==> config.mk <==
export PLATFORM = sky130hd
export DESIGN_NAME = mss_regs
export DESIGN_NICKNAME = d
export VERILOG_FILES = /design/src/mss_pkg.sv /design/src/mss_cmp_if.sv /design/src/mss_limit_cmp.sv /design/src/mss_regs.sv
export SDC_FILE = /design/constraint.sdc
export NUM_CORES = 1
export LEC_CHECK = 0
export BUFFER_PORTS_ARGS = -buffer_cell sky130_fd_sc_hd__buf_4
export CAP_MARGIN = 5
export CORE_ASPECT_RATIO = 0.6
export CORE_MARGIN = 1.5
export CORE_UTILIZATION = 40
export DETAILED_ROUTE_END_ITERATION = 8
export GPL_ROUTABILITY_DRIVEN = 0
export MAX_ROUTING_LAYER = met4
export PLACE_DENSITY = 0.71
export REMOVE_ABC_BUFFERS = 1
export SLEW_MARGIN = 20
export SYNTH_ARGS = -nofsm -noshare
export SYNTH_HDL_FRONTEND = slang
export SYNTH_SLANG_ARGS = --single-unit
export TNS_END_PERCENT = 50
==> constraint.sdc <==
create_clock -name MCLK -period 4.37 [get_ports MCLK]
set_clock_uncertainty 0.05 [all_clocks]
set_input_delay 0.2185 -clock MCLK [delete_from_list [all_inputs] [get_ports MCLK]]
set_output_delay 0.2185 -clock MCLK [all_outputs]
set_load 0.05 [all_outputs]
==> src/mss_pkg.sv <==
// constants and state type for the monitor status and result registers
// assumes one clock domain and a word-aligned AHB-Lite register window
package mss_pkg;

    localparam int unsigned NCH = 7;
    localparam int unsigned RES_W = 10;

    // register indices; byte address is four times the index
    localparam logic [7:0] IDX_STAT1 = 8'h00;
    localparam logic [7:0] IDX_STAT2 = 8'h01;
    localparam logic [7:0] IDX_LSB_INT = 8'h03;
    localparam logic [7:0] IDX_LSB_EXT = 8'h04;
    localparam logic [7:0] IDX_VDD_MSB = 8'h06;
    localparam logic [7:0] IDX_INT_MSB = 8'h07;
    localparam logic [7:0] IDX_EXT_MSB = 8'h08;
    localparam logic [7:0] IDX_ANALOG_INPUT_TWO_MSB = 8'h09;
    localparam logic [7:0] IDX_ANALOG_INPUT_THREE_MSB = 8'h0a;
    localparam logic [7:0] IDX_ANALOG_INPUT_FOUR_MSB = 8'h0b;
    localparam logic [7:0] IDX_CTRL = 8'h18;
    localparam logic [7:0] IDX_EVT_STAT = 8'h40;
    localparam logic [7:0] IDX_EVT_CLR = 8'h41;
    localparam logic [7:0] IDX_EVT_EN = 8'h42;

    // conversion channel codes
    localparam logic [2:0] CH_INT = 3'h0;
    localparam logic [2:0] CH_EXT = 3'h1;
    localparam logic [2:0] CH_ANALOG_INPUT_TWO = 3'h2;
    localparam logic [2:0] CH_ANALOG_INPUT_THREE = 3'h3;
    localparam logic [2:0] CH_ANALOG_INPUT_FOUR = 3'h4;
    localparam logic [2:0] CH_VDD = 3'h5;
    localparam logic [2:0] CH_ANALOG_INPUT_ONE = 3'h6;

    // control register fields
    localparam int unsigned CTRL_SEL_LSB = 1;
    localparam int unsigned CTRL_SWRST_BIT = 7;
    localparam logic [1:0] SEL_EXT_SENSOR = 2'h0;
    localparam logic [7:0] CTRL_RST = 8'h00;

    // status field positions
    localparam int unsigned ST1_INT_HI = 0;
    localparam int unsigned ST1_INT_LO = 1;
    localparam int unsigned ST1_EXT_HI = 2;
    localparam int unsigned ST1_EXT_LO = 3;
    localparam int unsigned ST1_FAULT = 4;
    localparam int unsigned ST1_ANALOG_INPUT_TWO = 5;
    localparam int unsigned ST1_ANALOG_INPUT_THREE = 6;
    localparam int unsigned ST1_ANALOG_INPUT_FOUR = 7;
    localparam int unsigned ST2_VDD = 4;
    localparam logic [7:0] STAT_RST = 8'h00;

    // interrupt event bits
    localparam int unsigned EV_W = 3;
    localparam int unsigned EV_LIMIT = 0;
    localparam int unsigned EV_RESULT = 1;
    localparam int unsigned EV_FAULT = 2;
    localparam logic [EV_W-1:0] EV_RST = 3'h0;

    typedef struct packed {
        logic [7:0] stat1;
        logic stat2;
        logic [NCH-1:0][RES_W-1:0] res;
        logic [7:0] ctrl;
        logic [EV_W-1:0] evt;
        logic [EV_W-1:0] evt_en;
        logic wr;
        logic [7:0] idx;
        logic [7:0] rdata;
        logic [1:0] fault_sync;
        logic fault_prev;
    } mss_state_t;

endpackage

==> src/mss_cmp_if.sv <==
// results, limits and out-of-limit conditions between register file and
// comparator; assumes both ends sit on the same clock
interface mss_cmp_if;
    import mss_pkg::*;

    logic [NCH-1:0][RES_W-1:0] res;
    logic [NCH-1:0][7:0] lim_hi;
    logic [NCH-1:0][7:0] lim_lo;
    logic ext_mode;
    logic fault;
    logic [7:0] cond1;
    logic cond2;

    modport regs (output res, lim_hi, lim_lo, ext_mode, fault,
                  input cond1, cond2);
    modport cmp (input res, lim_hi, lim_lo, ext_mode, fault,
                 output cond1, cond2);
endinterface

==> src/mss_limit_cmp.sv <==
// out-of-limit comparators for every conversion channel
// assumes stored results and limits are stable register outputs
module mss_limit_cmp
    import mss_pkg::*;
(
    mss_cmp_if.cmp cif
);

    // upper eight result bits against an eight-bit limit
    function automatic logic over(input logic [RES_W-1:0] v,
                                  input logic [7:0] lim,
                                  input logic sgn);
        if (sgn)
            over = $signed(v[RES_W-1:2]) > $signed(lim);
        else
            over = v[RES_W-1:2] > lim;
    endfunction

    function automatic logic under(input logic [RES_W-1:0] v,
                                   input logic [7:0] lim,
                                   input logic sgn);
        if (sgn)
            under = $signed(v[RES_W-1:2]) <= $signed(lim);
        else
            under = v[RES_W-1:2] <= lim;
    endfunction

    function automatic logic window(input logic [RES_W-1:0] v,
                                    input logic [7:0] hi,
                                    input logic [7:0] lo);
        window = over(v, hi, 1'b0) | under(v, lo, 1'b0);
    endfunction

    always_comb
    begin
        cif.cond1 = 8'h00;
        // temperatures are twos complement
        cif.cond1[ST1_INT_HI] = over(cif.res[CH_INT],
            cif.lim_hi[CH_INT], 1'b1);
        cif.cond1[ST1_INT_LO] = under(cif.res[CH_INT],
            cif.lim_lo[CH_INT], 1'b1);
        if (cif.ext_mode)
        begin
            cif.cond1[ST1_EXT_HI] = over(cif.res[CH_EXT],
                cif.lim_hi[CH_EXT], 1'b1);
            cif.cond1[ST1_EXT_LO] = under(cif.res[CH_EXT],
                cif.lim_lo[CH_EXT], 1'b1);
            cif.cond1[ST1_FAULT] = cif.fault;
        end
        else
        begin
            // first analog input reports its window result in the external high flag bit
            cif.cond1[ST1_EXT_HI] = window(cif.res[CH_ANALOG_INPUT_ONE],
                cif.lim_hi[CH_ANALOG_INPUT_ONE], cif.lim_lo[CH_ANALOG_INPUT_ONE]);
        end
        cif.cond1[ST1_ANALOG_INPUT_TWO] = window(cif.res[CH_ANALOG_INPUT_TWO],
            cif.lim_hi[CH_ANALOG_INPUT_TWO], cif.lim_lo[CH_ANALOG_INPUT_TWO]);
        cif.cond1[ST1_ANALOG_INPUT_THREE] = window(cif.res[CH_ANALOG_INPUT_THREE],
            cif.lim_hi[CH_ANALOG_INPUT_THREE], cif.lim_lo[CH_ANALOG_INPUT_THREE]);
        cif.cond1[ST1_ANALOG_INPUT_FOUR] = window(cif.res[CH_ANALOG_INPUT_FOUR],
            cif.lim_hi[CH_ANALOG_INPUT_FOUR], cif.lim_lo[CH_ANALOG_INPUT_FOUR]);
        cif.cond2 = window(cif.res[CH_VDD],
            cif.lim_hi[CH_VDD], cif.lim_lo[CH_VDD]);
    end

endmodule

==> src/mss_regs.sv <==
// status flags and conversion results of the monitor, AHB-Lite slave
// assumes results arrive from a converter on MCLK; fault pin is async
module mss_regs
    import mss_pkg::*;
(
    input wire logic MCLK,
    input wire logic RST,
    input wire logic HSEL,
    input wire logic [11:0] HADDR,
    input wire logic [1:0] HTRANS,
    input wire logic HWRITE,
    input wire logic [2:0] HSIZE,
    input wire logic [31:0] HWDATA,
    input wire logic HREADY,
    output logic [31:0] HRDATA,
    output logic HREADYOUT,
    output logic HRESP,
    input wire logic RESULT_VALID,
    input wire logic [2:0] RESULT_CHAN,
    input wire logic [9:0] RESULT_DATA,
    input wire logic SENSOR_FAULT,
    input wire logic [NCH-1:0][7:0] LIMIT_HIGH,
    input wire logic [NCH-1:0][7:0] LIMIT_LOW,
    output logic IRQ
);

    mss_state_t s_r;
    mss_state_t s_nxt;
    mss_cmp_if cif ();

    logic acc;
    logic rd_acc;
    logic [7:0] acc_idx;
    logic wr_data;
    logic swrst;
    logic [1:0] pin_function_select;
    logic [EV_W-1:0] ev_new;
    logic [EV_W-1:0] ev_clr;
    logic fault_rise;
    logic stat1_clr;
    logic stat2_clr;
    logic [7:0] stat2_upd;

    mss_limit_cmp u_cmp (
        .cif(cif)
    );

    assign pin_function_select = s_r.ctrl[CTRL_SEL_LSB +: 2];
    assign cif.res = s_r.res;
    assign cif.lim_hi = LIMIT_HIGH;
    assign cif.lim_lo = LIMIT_LOW;
    assign cif.ext_mode = (pin_function_select == SEL_EXT_SENSOR);
    // only the second synchroniser stage is looked at
    assign cif.fault = s_r.fault_sync[1];

    // two lowest bits of one stored result
    function automatic logic [1:0] low2(input logic [RES_W-1:0] v);
        low2 = v[1:0];
    endfunction

    // upper eight bits of one stored result
    function automatic logic [7:0] high8(input logic [RES_W-1:0] v);
        high8 = v[RES_W-1:2];
    endfunction

    // one register index decode, shared by read and write strobes
    function automatic logic hit(input logic [7:0] a,
                                 input logic [7:0] b);
        hit = (a == b);
    endfunction

    // sticky flags: a live condition sets the flag again at once
    function automatic logic [7:0] sticky(input logic [7:0] old,
                                          input logic [7:0] cond,
                                          input logic clr);
        sticky = (clr ? STAT_RST : old) | cond;
    endfunction

    // read value of one register index; no side effects here
    function automatic logic [7:0] rd_mux(input logic [7:0] idx,
                                          input mss_state_t s,
                                          input logic ext);
        logic [RES_W-1:0] sel_res;
        sel_res = ext ? s.res[CH_EXT] : s.res[CH_ANALOG_INPUT_ONE];
        rd_mux = 8'h00;
        case (idx)
            IDX_STAT1:
                rd_mux = s.stat1;
            IDX_STAT2:
                rd_mux[ST2_VDD] = s.stat2;
            IDX_LSB_INT:
                rd_mux = {4'h0, low2(s.res[CH_VDD]),
                          low2(s.res[CH_INT])};
            IDX_LSB_EXT:
                rd_mux = {low2(s.res[CH_ANALOG_INPUT_FOUR]), low2(s.res[CH_ANALOG_INPUT_THREE]),
                          low2(s.res[CH_ANALOG_INPUT_TWO]), low2(sel_res)};
            IDX_VDD_MSB:
                rd_mux = high8(s.res[CH_VDD]);
            IDX_INT_MSB:
                rd_mux = high8(s.res[CH_INT]);
            IDX_EXT_MSB:
                rd_mux = high8(sel_res);
            IDX_ANALOG_INPUT_TWO_MSB:
                rd_mux = high8(s.res[CH_ANALOG_INPUT_TWO]);
            IDX_ANALOG_INPUT_THREE_MSB:
                rd_mux = high8(s.res[CH_ANALOG_INPUT_THREE]);
            IDX_ANALOG_INPUT_FOUR_MSB:
                rd_mux = high8(s.res[CH_ANALOG_INPUT_FOUR]);
            IDX_CTRL:
                rd_mux = s.ctrl;
            IDX_EVT_STAT:
                rd_mux = {5'h00, s.evt};
            IDX_EVT_EN:
                rd_mux = {5'h00, s.evt_en};
            default:
                rd_mux = 8'h00;
        endcase
    endfunction

    // zero wait states, always OKAY
    assign HREADYOUT = 1'b1;
    assign HRESP = 1'b0;
    assign HRDATA = {24'h000000, s_r.rdata};
    assign IRQ = |(s_r.evt & s_r.evt_en);

    assign acc = HSEL & HTRANS[1] & HREADY;
    assign rd_acc = acc & ~HWRITE;
    assign acc_idx = HADDR[9:2];
    assign wr_data = s_r.wr;
    // soft reset is a self-clearing write of the control register
    assign swrst = wr_data & hit(s_r.idx, IDX_CTRL) &
                   HWDATA[CTRL_SWRST_BIT];
    // read clear is taken at the accepting edge of the address phase
    assign stat1_clr = swrst | (rd_acc & hit(acc_idx, IDX_STAT1));
    assign stat2_clr = swrst | (rd_acc & hit(acc_idx, IDX_STAT2));
    assign fault_rise = s_r.fault_sync[1] & ~s_r.fault_prev;
    assign ev_clr = (wr_data & hit(s_r.idx, IDX_EVT_CLR)) ?
                    HWDATA[EV_W-1:0] : EV_RST;

    always_comb
    begin
        ev_new = EV_RST;
        ev_new[EV_LIMIT] = |(cif.cond1 & ~s_r.stat1) |
                           (cif.cond2 & ~s_r.stat2);
        ev_new[EV_RESULT] = RESULT_VALID;
        ev_new[EV_FAULT] = fault_rise;
    end

    always_comb
    begin
        s_nxt = s_r;

        // fault pin crosses into MCLK through two flops
        s_nxt.fault_sync = {s_r.fault_sync[0], SENSOR_FAULT};
        s_nxt.fault_prev = s_r.fault_sync[1];

        // address phase; data phase write follows one cycle later
        s_nxt.wr = acc & HWRITE;
        if (acc)
        begin
            s_nxt.idx = acc_idx;
        end

        // read data captured at the address phase so it is ready in
        // the data phase; reading one half never locks the other
        if (rd_acc)
        begin
            s_nxt.rdata = rd_mux(acc_idx, s_r, cif.ext_mode);
        end

        // condition still present keeps the flag: set wins over clear
        s_nxt.stat1 = sticky(s_r.stat1, cif.cond1,
                             stat1_clr);
        stat2_upd = sticky({7'h00, s_r.stat2}, {7'h00, cif.cond2},
                           stat2_clr);
        s_nxt.stat2 = stat2_upd[0];

        // results overwrite in place; reset clears every result, supply
        // included, to zero until the first conversion of that channel
        if (RESULT_VALID && (RESULT_CHAN < 3'(NCH)))
        begin
            s_nxt.res[RESULT_CHAN] = RESULT_DATA;
        end

        if (wr_data)
        begin
            case (s_r.idx)
                IDX_CTRL:
                begin
                    s_nxt.ctrl = HWDATA[7:0];
                    s_nxt.ctrl[CTRL_SWRST_BIT] = 1'b0;
                end
                IDX_EVT_EN:
                    s_nxt.evt_en = HWDATA[EV_W-1:0];
                default:
                    s_nxt.evt_en = s_r.evt_en;
            endcase
        end

        // new events beat a clear in the same cycle
        s_nxt.evt = (s_r.evt & ~ev_clr) | ev_new;
    end

    always_ff @(posedge MCLK or posedge RST)
    begin
        if (RST)
        begin
            s_r.stat1 <= STAT_RST;
            s_r.stat2 <= 1'b0;
            s_r.res <= '0;
            s_r.ctrl <= CTRL_RST;
            s_r.evt <= EV_RST;
            s_r.evt_en <= EV_RST;
            s_r.wr <= 1'b0;
            s_r.idx <= 8'h00;
            s_r.rdata <= 8'h00;
            s_r.fault_sync <= 2'h0;
            s_r.fault_prev <= 1'b0;
        end
        else
        begin
            s_r <= s_nxt;
        end
    end

endmodule

==> metrics.md, run 1 <==
| Metric | Value |
|---|---|
| Worst R2R Path Depth | `8` |
| Max-slew violations | `0` |
| Layout Area Growth over Synthesis | `20.38%` |
| CTS tree | `yes` |
| CP arrival | `roughly 3.0 ns` |
| Depth of the CTS H-tree | `3` |
| Psw | `0.001131 W` |
| Logic pwr share | `a little under a third` |
| Reg power frac | `between 40% and 50%` |
| Met3 global-route usage | `under 10%` |
| Share of the clock period used by the worst path | `63.43%` |
| Routed wire per std cell | `17.94 um` |
| Post-synth EDFFs | `0` |
| All-layer global routing usage | `22.29%` |
| Clk root buf | `clkbuf_16` |
| Cell Pwr Density | `345.6 mW/mm^2` |
| Syn. warnings | `0` |
| FF-to-FF End | `s_r[23]` |
| Wire length of the first global-routing pass | `~36,000 um` |
| Synth Register Bits | `112` |
| Internal | `between 0.002 and 0.0025 W` |
| Setup TNS | `0 ns` |
| Critical path class | `flip-flop to flip-flop` |
| Crit-path cells | `ha_1 > nand2_1 > nor2_1 > a41o_1 > a41oi_1 > o31ai_1 > or3_1 > or4_1` |
| IO Pins | `~220` |
| Crit path max fanout | `4` |
| Share of layout cells above drive strength 1 | `28.34%` |
| Sw Ratio | `33.25%` |
| Critical Path End Type | `flip-flop` |
| R2R Setup Slk | `about 1.6 ns` |
| Vias in the first global route | `6,595` |
| Overflow after GRT | `0` |
| Met1 usage | `31.58%` |
| Largest net degree at the start of global routing | `between 80 and 90` |
| Sequential area share after synthesis | `34.30%` |
| VDD IR max | `207.2 uV` |
| Failing checks | `hold timing` |
| Post-Synthesis Cells | `854` |
| Die Span Y | `113.7 um` |
| FF-to-FF Start | `cif.res[17]` |
| Clock Sinks | `112` |
| Crit-path slowest cell | `a41oi_1` |
| Post-layout min period | `2.772 ns` |
| Synth unique cells | `66` |
| Core area | `0.02002 sq mm` |
| Crit path launch type | `flip-flop` |
| Status | `finished, violations left` |
| Worst Path Buf+Inv | `0` |
| GRT met2 Usage | `about a third` |
| Vias per inst | `5.355` |
| Die area | `0.02132 sq mm` |
| Fmax achieved | `0.3608 GHz` |
| Chip Width | `187.5 um` |
| Initial antenna violation count | `0` |
| Crit path max-delay family | `simple AND/OR/NAND/NOR gates` |
| Unrepaired setup endpoints after global routing | `false` |
| Post-synth ARST share | `100.0%` |
| Worst-Margin Slew | `1.080 ns` |
| Row Count | `40` |
| Overall routed net length | `22,870 um` |
| Total Power | `0.003400 W` |
| Required time worst endpoint | `roughly 4.6 ns` |
| Synthesized area | `about 0.0082 sq mm` |
| Number of max-cap violations | `0` |
| Final nets | `1,290` |
| # diodes | `0` |
| Max clock buf depth | `2` |
| Routed vias | `6,827` |
| Hold Slack | `-0.07737 ns` |
| DRT Pass-1 Iters | `5` |
| Number of port buffers | `157` |
| Clock network fraction of design power | `between 20 and 30%` |
| CP Depth | `8` |
| CTS Buf Count | `9` |
| Post-DP HPWL | `roughly 18,000 um` |
| Post-synth top flop | `dfrtp_1` |
| Relative slew slack | `27.59%` |
| Reg clk slew, reported paths | `about 0.070 ns` |
| Final Non-Filler Cells | `between 1,000 and 1,500` |
| Hold Path Class | `input pin to async pin` |
| Syn_area_per_cell | `9.567 sq um` |
| GRT Max-Usage Layer | `met2` |
| Initial Utilization | `40.81%` |
| Drt first-iter violations | `543` |
| Post-route core utilization | `a little under 50%` |
| P_leak | `slightly below 5 nW` |
| # setup viols final | `0` |
| DRC Markers | `0` |
| CP peak stage delay | `~0.52 ns` |
| Final hold vios | `77` |
| Latest clock arrival within the worst-skew pair | `0.35 ns` |
| ANT nets after route | `0` |
| Post-CTS setup buffers | `0` |
| Placed insts | `1,258` |
placed cells by master (no fill, tap or decap), types with 3 or more instances in the layout:
| master | instances |
|---|---|
| buf_4 | 164 |
| inv_1 | 115 |
| dfrtp_1 | 112 |
| ha_1 | 112 |
| mux2_2 | 85 |
| nand2_1 | 68 |
| a21oi_1 | 57 |
| o21ai_0 | 26 |
| conb_1 | 26 |
| nor2_1 | 22 |
| nand4_1 | 19 |
| nor2b_1 | 16 |
| o21ai_1 | 15 |
| nand3_1 | 13 |
| nor3_1 | 13 |
| clkbuf_16 | 9 |
| o211ai_1 | 8 |
| o22ai_1 | 8 |
| mux2i_1 | 8 |
| a22oi_1 | 7 |
| a31oi_1 | 6 |
| a222oi_1 | 6 |
| or2_2 | 5 |
| a221oi_1 | 5 |
| nor3b_1 | 4 |
| a2111oi_0 | 4 |
| and3_1 | 4 |
| nand4b_1 | 3 |
| nand2b_1 | 3 |
| a21o_1 | 3 |
| o31ai_1 | 3 |
| or3_1 | 3 |
| a221o_1 | 3 |
| bufinv_16 | 3 |
power groups by stage:
stage	combinational (W)	clock (W)	sequential, W
floorplan	0.000726	0	0.00132
global placement	0.000994	0	0.00141
detailed placement	0.00104	0	0.00142
CTS	0.00105	0.000947	0.00140
global route	0.00119	0.000994	0.00143
finish	0.00105	0.000939	0.00141
sequential cells by signal, summed over array words and instances, names as in the netlist:
register / flops
cif.res: 70
s_r: 29
s_nxt: 1
pin_function_select: 2
cif.fault: 1
HRDATA: 8
wr_data: 1
per-layer routing:
metal | vias to the layer above | wire length [um] | share of wire (%)
met3 | 22 | 1958 | 8.6
met4 | 0 | 221 | 0.97
met2 | 299 | 9649 | 42
met1 | 3232 | 11040 | 48
met5 | - | 0 | 0
li1 | 3274 | - | -
metrics by stage:
stage | cell area [sq um] | setup slack (ns)
after floorplan | 7903 | 1.143
after global placement | 9478 | 1.682
after detailed placement | 9478 | 1.671
after CTS | 9833 | 1.661
after global routing | 9836 | 1.399
final | 9836 | 1.598
timing repair:
action                                 CTS  global route
resized for setup                        0             0
setup endpoints to repair                0             0
hold buffers                             1             0
endpoints found under the hold margin    1             0
cells in the mapped netlist, types with 6 or more instances:
cell type | n | share of area, %
inv_1 | 116 | 5.3
dfrtp_1 | 112 | 34
ha_1 | 112 | 17
mux2_2 | 85 | 12
nand2_1 | 68 | 3.1
a21oi_1 | 57 | 3.5
buf_4 | 35 | 3.2
o21ai_0 | 26 | 1.6
nor2_1 | 22 | 1.0
nand4_1 | 19 | 1.5
nor2b_1 | 16 | 1.2
o21ai_1 | 15 | 0.92
clkbuf_1 | 14 | 0.64
nand3_1 | 13 | 0.80
nor3_1 | 13 | 0.80
mux2i_1 | 8 | 0.98
o211ai_1 | 8 | 0.74
o22ai_1 | 8 | 0.61
a22oi_1 | 7 | 0.64
a222oi_1 | 6 | 0.74
a31oi_1 | 6 | 0.46
logic make-up (layout without fill, tap and decap cells):
| kind of cell | Yosys count | in the layout | share of synthesized area, % |
|---|---|---|---|
| multiplexers | 94 | 94 | 12.97 |
| buffers and inverters | 174 | 298 | 9.755 |
| AND/OR/NAND/NOR | 192 | 192 | 12.63 |
| other | 2 | 26 | 0.09192 |
| AO/OA/AOI/OAI | 168 | 168 | 13.09 |
| adder cells (fa/ha/maj) | 112 | 112 | 17.15 |
| flip-flops | 112 | 112 | 34.30 |
cell type report:
cell class              instances  area (sq um)
well taps                     273         341.6
flip-flops and latches        112          2803
multi-input cells             592          4661
clock buffers                   9         225.2
fillers                      1861         10180
clock inverters                 7         120.1
repair buffers                165          1241
inverters                     117         444.2
worst register-to-register path, stage by stage (launching register included):
cell and delay, ns:
dfrtp_1 0.45, ha_1 0.32, nand2_1 0.08, nor2_1 0.06
a41o_1 0.23, a41oi_1 0.52, o31ai_1 0.13, or3_1 0.32
or4_1 0.50
worst max path at each step:
stage	endpoint	slack (ns)	from
6_report	s_r[23]	1.60	cif.res[17]
3_5_place_dp	HRDATA[7]	1.67	HADDR[8]
5_1_grt	s_r[23]	1.40	cif.res[17]
2_1_floorplan	HRDATA[0]	1.14	RST
4_1_cts	s_r[23]	1.66	cif.res[17]
3_3_place_gp	s_r[23]	1.68	cif.res[17]
Power figures use the tool's default switching activity.
==> run 2, diff against run 1 <==
--- a/config.mk
+++ b/config.mk
@@ -13,7 +13,7 @@
 export DETAILED_ROUTE_END_ITERATION = 8
 export GPL_ROUTABILITY_DRIVEN = 0
 export MAX_ROUTING_LAYER = met4
-export PLACE_DENSITY = 0.71
+export PLACE_DENSITY = 0.74
 export REMOVE_ABC_BUFFERS = 1
 export SLEW_MARGIN = 20
 export SYNTH_ARGS = -nofsm -noshare
==> constraint.sdc (replaced) <==
create_clock -name MCLK -period 2.22 [get_ports MCLK]
set_clock_uncertainty 0.05 [all_clocks]
set_input_delay 0.111 -clock MCLK [delete_from_list [all_inputs] [get_ports MCLK]]
set_output_delay 0.111 -clock MCLK [all_outputs]
set_load 0.05 [all_outputs]
==> metrics.md, run 2 (synthesized netlist as in run 1, its figures left out) <==
| Metric | Value |
|---|---|
| Commonest non-fill, non-tap cell in the layout | `buf_4` |
| Hold path start | `HTRANS[1]` |
| Reg clk slew, reported paths | `0.08 ns` |
| FF-to-FF Start | `cif.res[18]` |
| Routed vias | `7,297` |
| Critical Path End Type | `flip-flop` |
| Commonest non-fill, non-tap cells in the layout | `242 x buf_4, 115 x inv_1, 112 x dfrtp_1, 108 x ha_1, 85 x mux2_2` |
| Clock Sinks | `112` |
| Top reg by flops | `cif.res` |
| Depth of the CTS H-tree | `3` |
| Critical path class | `flip-flop to flip-flop` |
| Setup WS post-layout | `-0.1768 ns` |
| Overall routed net length | `24,720 um` |
| IO Pins | `216` |
| Status | `finished, violations left` |
| Layout Area Growth over Synthesis | `30.93%` |
| Unrepaired setup endpoints after global routing | `true` |
| Initial Utilization | `around two fifths` |
| Post-DP HPWL | `roughly 20,000 um` |
| Largest net degree at the start of global routing | `44` |
| Met1 usage | `roughly 34%` |
| Pre-CTS WS | `-0.2966 ns` |
| CP arrival | `2.58 ns` |
| Worst-Margin Slew | `slightly below 1 ns` |
| DRT Pass-1 Iters | `5` |
| Initial antenna violation count | `2` |
| Die Span Y | `approximately 110 um` |
| ANT nets after route | `0` |
| Crit path max fanout | `2` |
| Final hold vios | `0` |
| Chip Width | `187.5 um` |
| Failing checks | `setup timing` |
| R2R Setup Slk | `-0.18 ns` |
| Crit path launch type | `flip-flop` |
| P_leak | `5.382 nW` |
| WHS Path Cells | `3` |
| Core area | `0.02002 sq mm` |
| Max-slew violations | `0` |
| All-layer global routing usage | `24.32%` |
| Relative slew slack | `34.93%` |
| Routed wire per std cell | `18.02 um` |
| Min-Delay Endpoint | `wr_data` |
| Drt first-iter violations | `616` |
| Max FFs per register | `70` |
| CTS Buf Count | `9` |
| Vias per inst | `5.319` |
| Row Count | `40` |
| Met3 global-route usage | `5.200%` |
| Share of layout cells above drive strength 1 | `about a third` |
| Required time worst endpoint | `about 2.4 ns` |
| DRC Markers | `0` |
| Hold Slack | `0.01223 ns` |
| Hold Path Class | `input pin to flip-flop` |
| Cell Pwr Density | `652.3 mW/mm^2` |
| Post-route core utilization | `between 50 and 60%` |
| Die area | `roughly 0.021 sq mm` |
| Clk root buf | `clkbuf_16` |
| Vias in the first global route | `7,451` |
| Number of port buffers | `157` |
| Post-layout min period | `2.397 ns` |
| Fill count | `1,840` |
| GRT met2 Usage | `36.21%` |
| Overflow after GRT | `0` |
| Wire length of the first global-routing pass | `39,270 um` |
| Max clock buf depth | `2` |
| VDD IR max | `332.0 uV` |
| CTS tree | `yes` |
| Number of max-cap violations | `0` |
| # setup viols final | `1` |
| Final nets | `between 1,000 and 1,500` |
| Fmax achieved | `0.4172 GHz` |
| GRT Max-Usage Layer | `met2` |
| FF-to-FF End | `s_r[23]` |
| Latest clock arrival within the worst-skew pair | `0.36 ns` |
| Share of the clock period used by the worst path | `108.0%` |
| Worst R2R Path Depth | `9` |
run 2: cell types whose count changed in the layout (fill, tap and decap cells not counted), sizes merged:
cell / before / now
diode: 0 / 1
dlygate4sd3: 1 / 15
clkinvlp: 1 / 2
inv: 117 / 119
buf: 164 / 247
clkinv: 3 / 2
bufinv: 3 / 0
run 2: metal layers:
layer	vias to the layer above	part of all wire (%)
li1	3467	-
met1	3457	47
met2	327	42
met3	46	8.7
met4	0	1.8
met5	-	0
run 2: per-stage QoR:
step                instance area (sq um)  setup TNS (ns)  total power (W)  instances
CTS                                 10600         -0.1950         0.006880       1368
global route                        10700         -0.3175         0.007401       1372
floorplan                            7903         -100.94         0.004033        821
global placement                    10080         -0.2717         0.005084       1333
detailed placement                  10080         -0.2966         0.005215       1333
finish                              10700         -0.1768         0.006979       1372
run 2: power by group:
part,switching [W],internal (W)
clock,0.000798,0.000773
sequential,0.000276,0.00236
combinational,0.00136,0.00142
run 2: final cells by class:
type,count,area [sq um],share of cell area [%]
diodes,1,2.502,0.02339
clock buffers,9,225.2,2.105
inverters,117,441.7,4.129
well taps,273,341.6,3.193
flip-flops and latches,112,2803,26.20
clock inverters,6,52.55,0.4912
multi-input cells,592,4782,44.70
repair buffers,262,2049,19.16
run 2: critical path: stages, from the launching register on:
cell     delay (ns)
dfrtp_1        0.42
ha_1           0.31
nand3_1        0.09
nor2_2         0.11
o21ai_0        0.11
a41oi_2        0.19
buf_4          0.16
o31ai_1        0.07
or3_1          0.30
or4_1          0.46
run 2: worst max-delay path by stage:
stage | startpoint | to | cells past startpoint
after floorplan | RST | HRDATA[0] | 1
after global placement | cif.res[5] | s_r[23] | 8
after detailed placement | cif.res[5] | s_r[23] | 8
after CTS | cif.res[15] | s_r[23] | 9
after global routing | cif.res[63] | s_r[23] | 10
final | cif.res[18] | s_r[23] | 9
run 2: what timing repair did:
| action | in CTS | in global routing |
|---|---|---|
| hold endpoints to repair | 62 | 0 |
| endpoints found under the setup margin | 1 | 2 |
| buffers inserted | 5 | 3 |
| pin swaps | 16 | 10 |
| gates resized for setup | 12 | 16 |
| hold buffers | 15 | 0 |
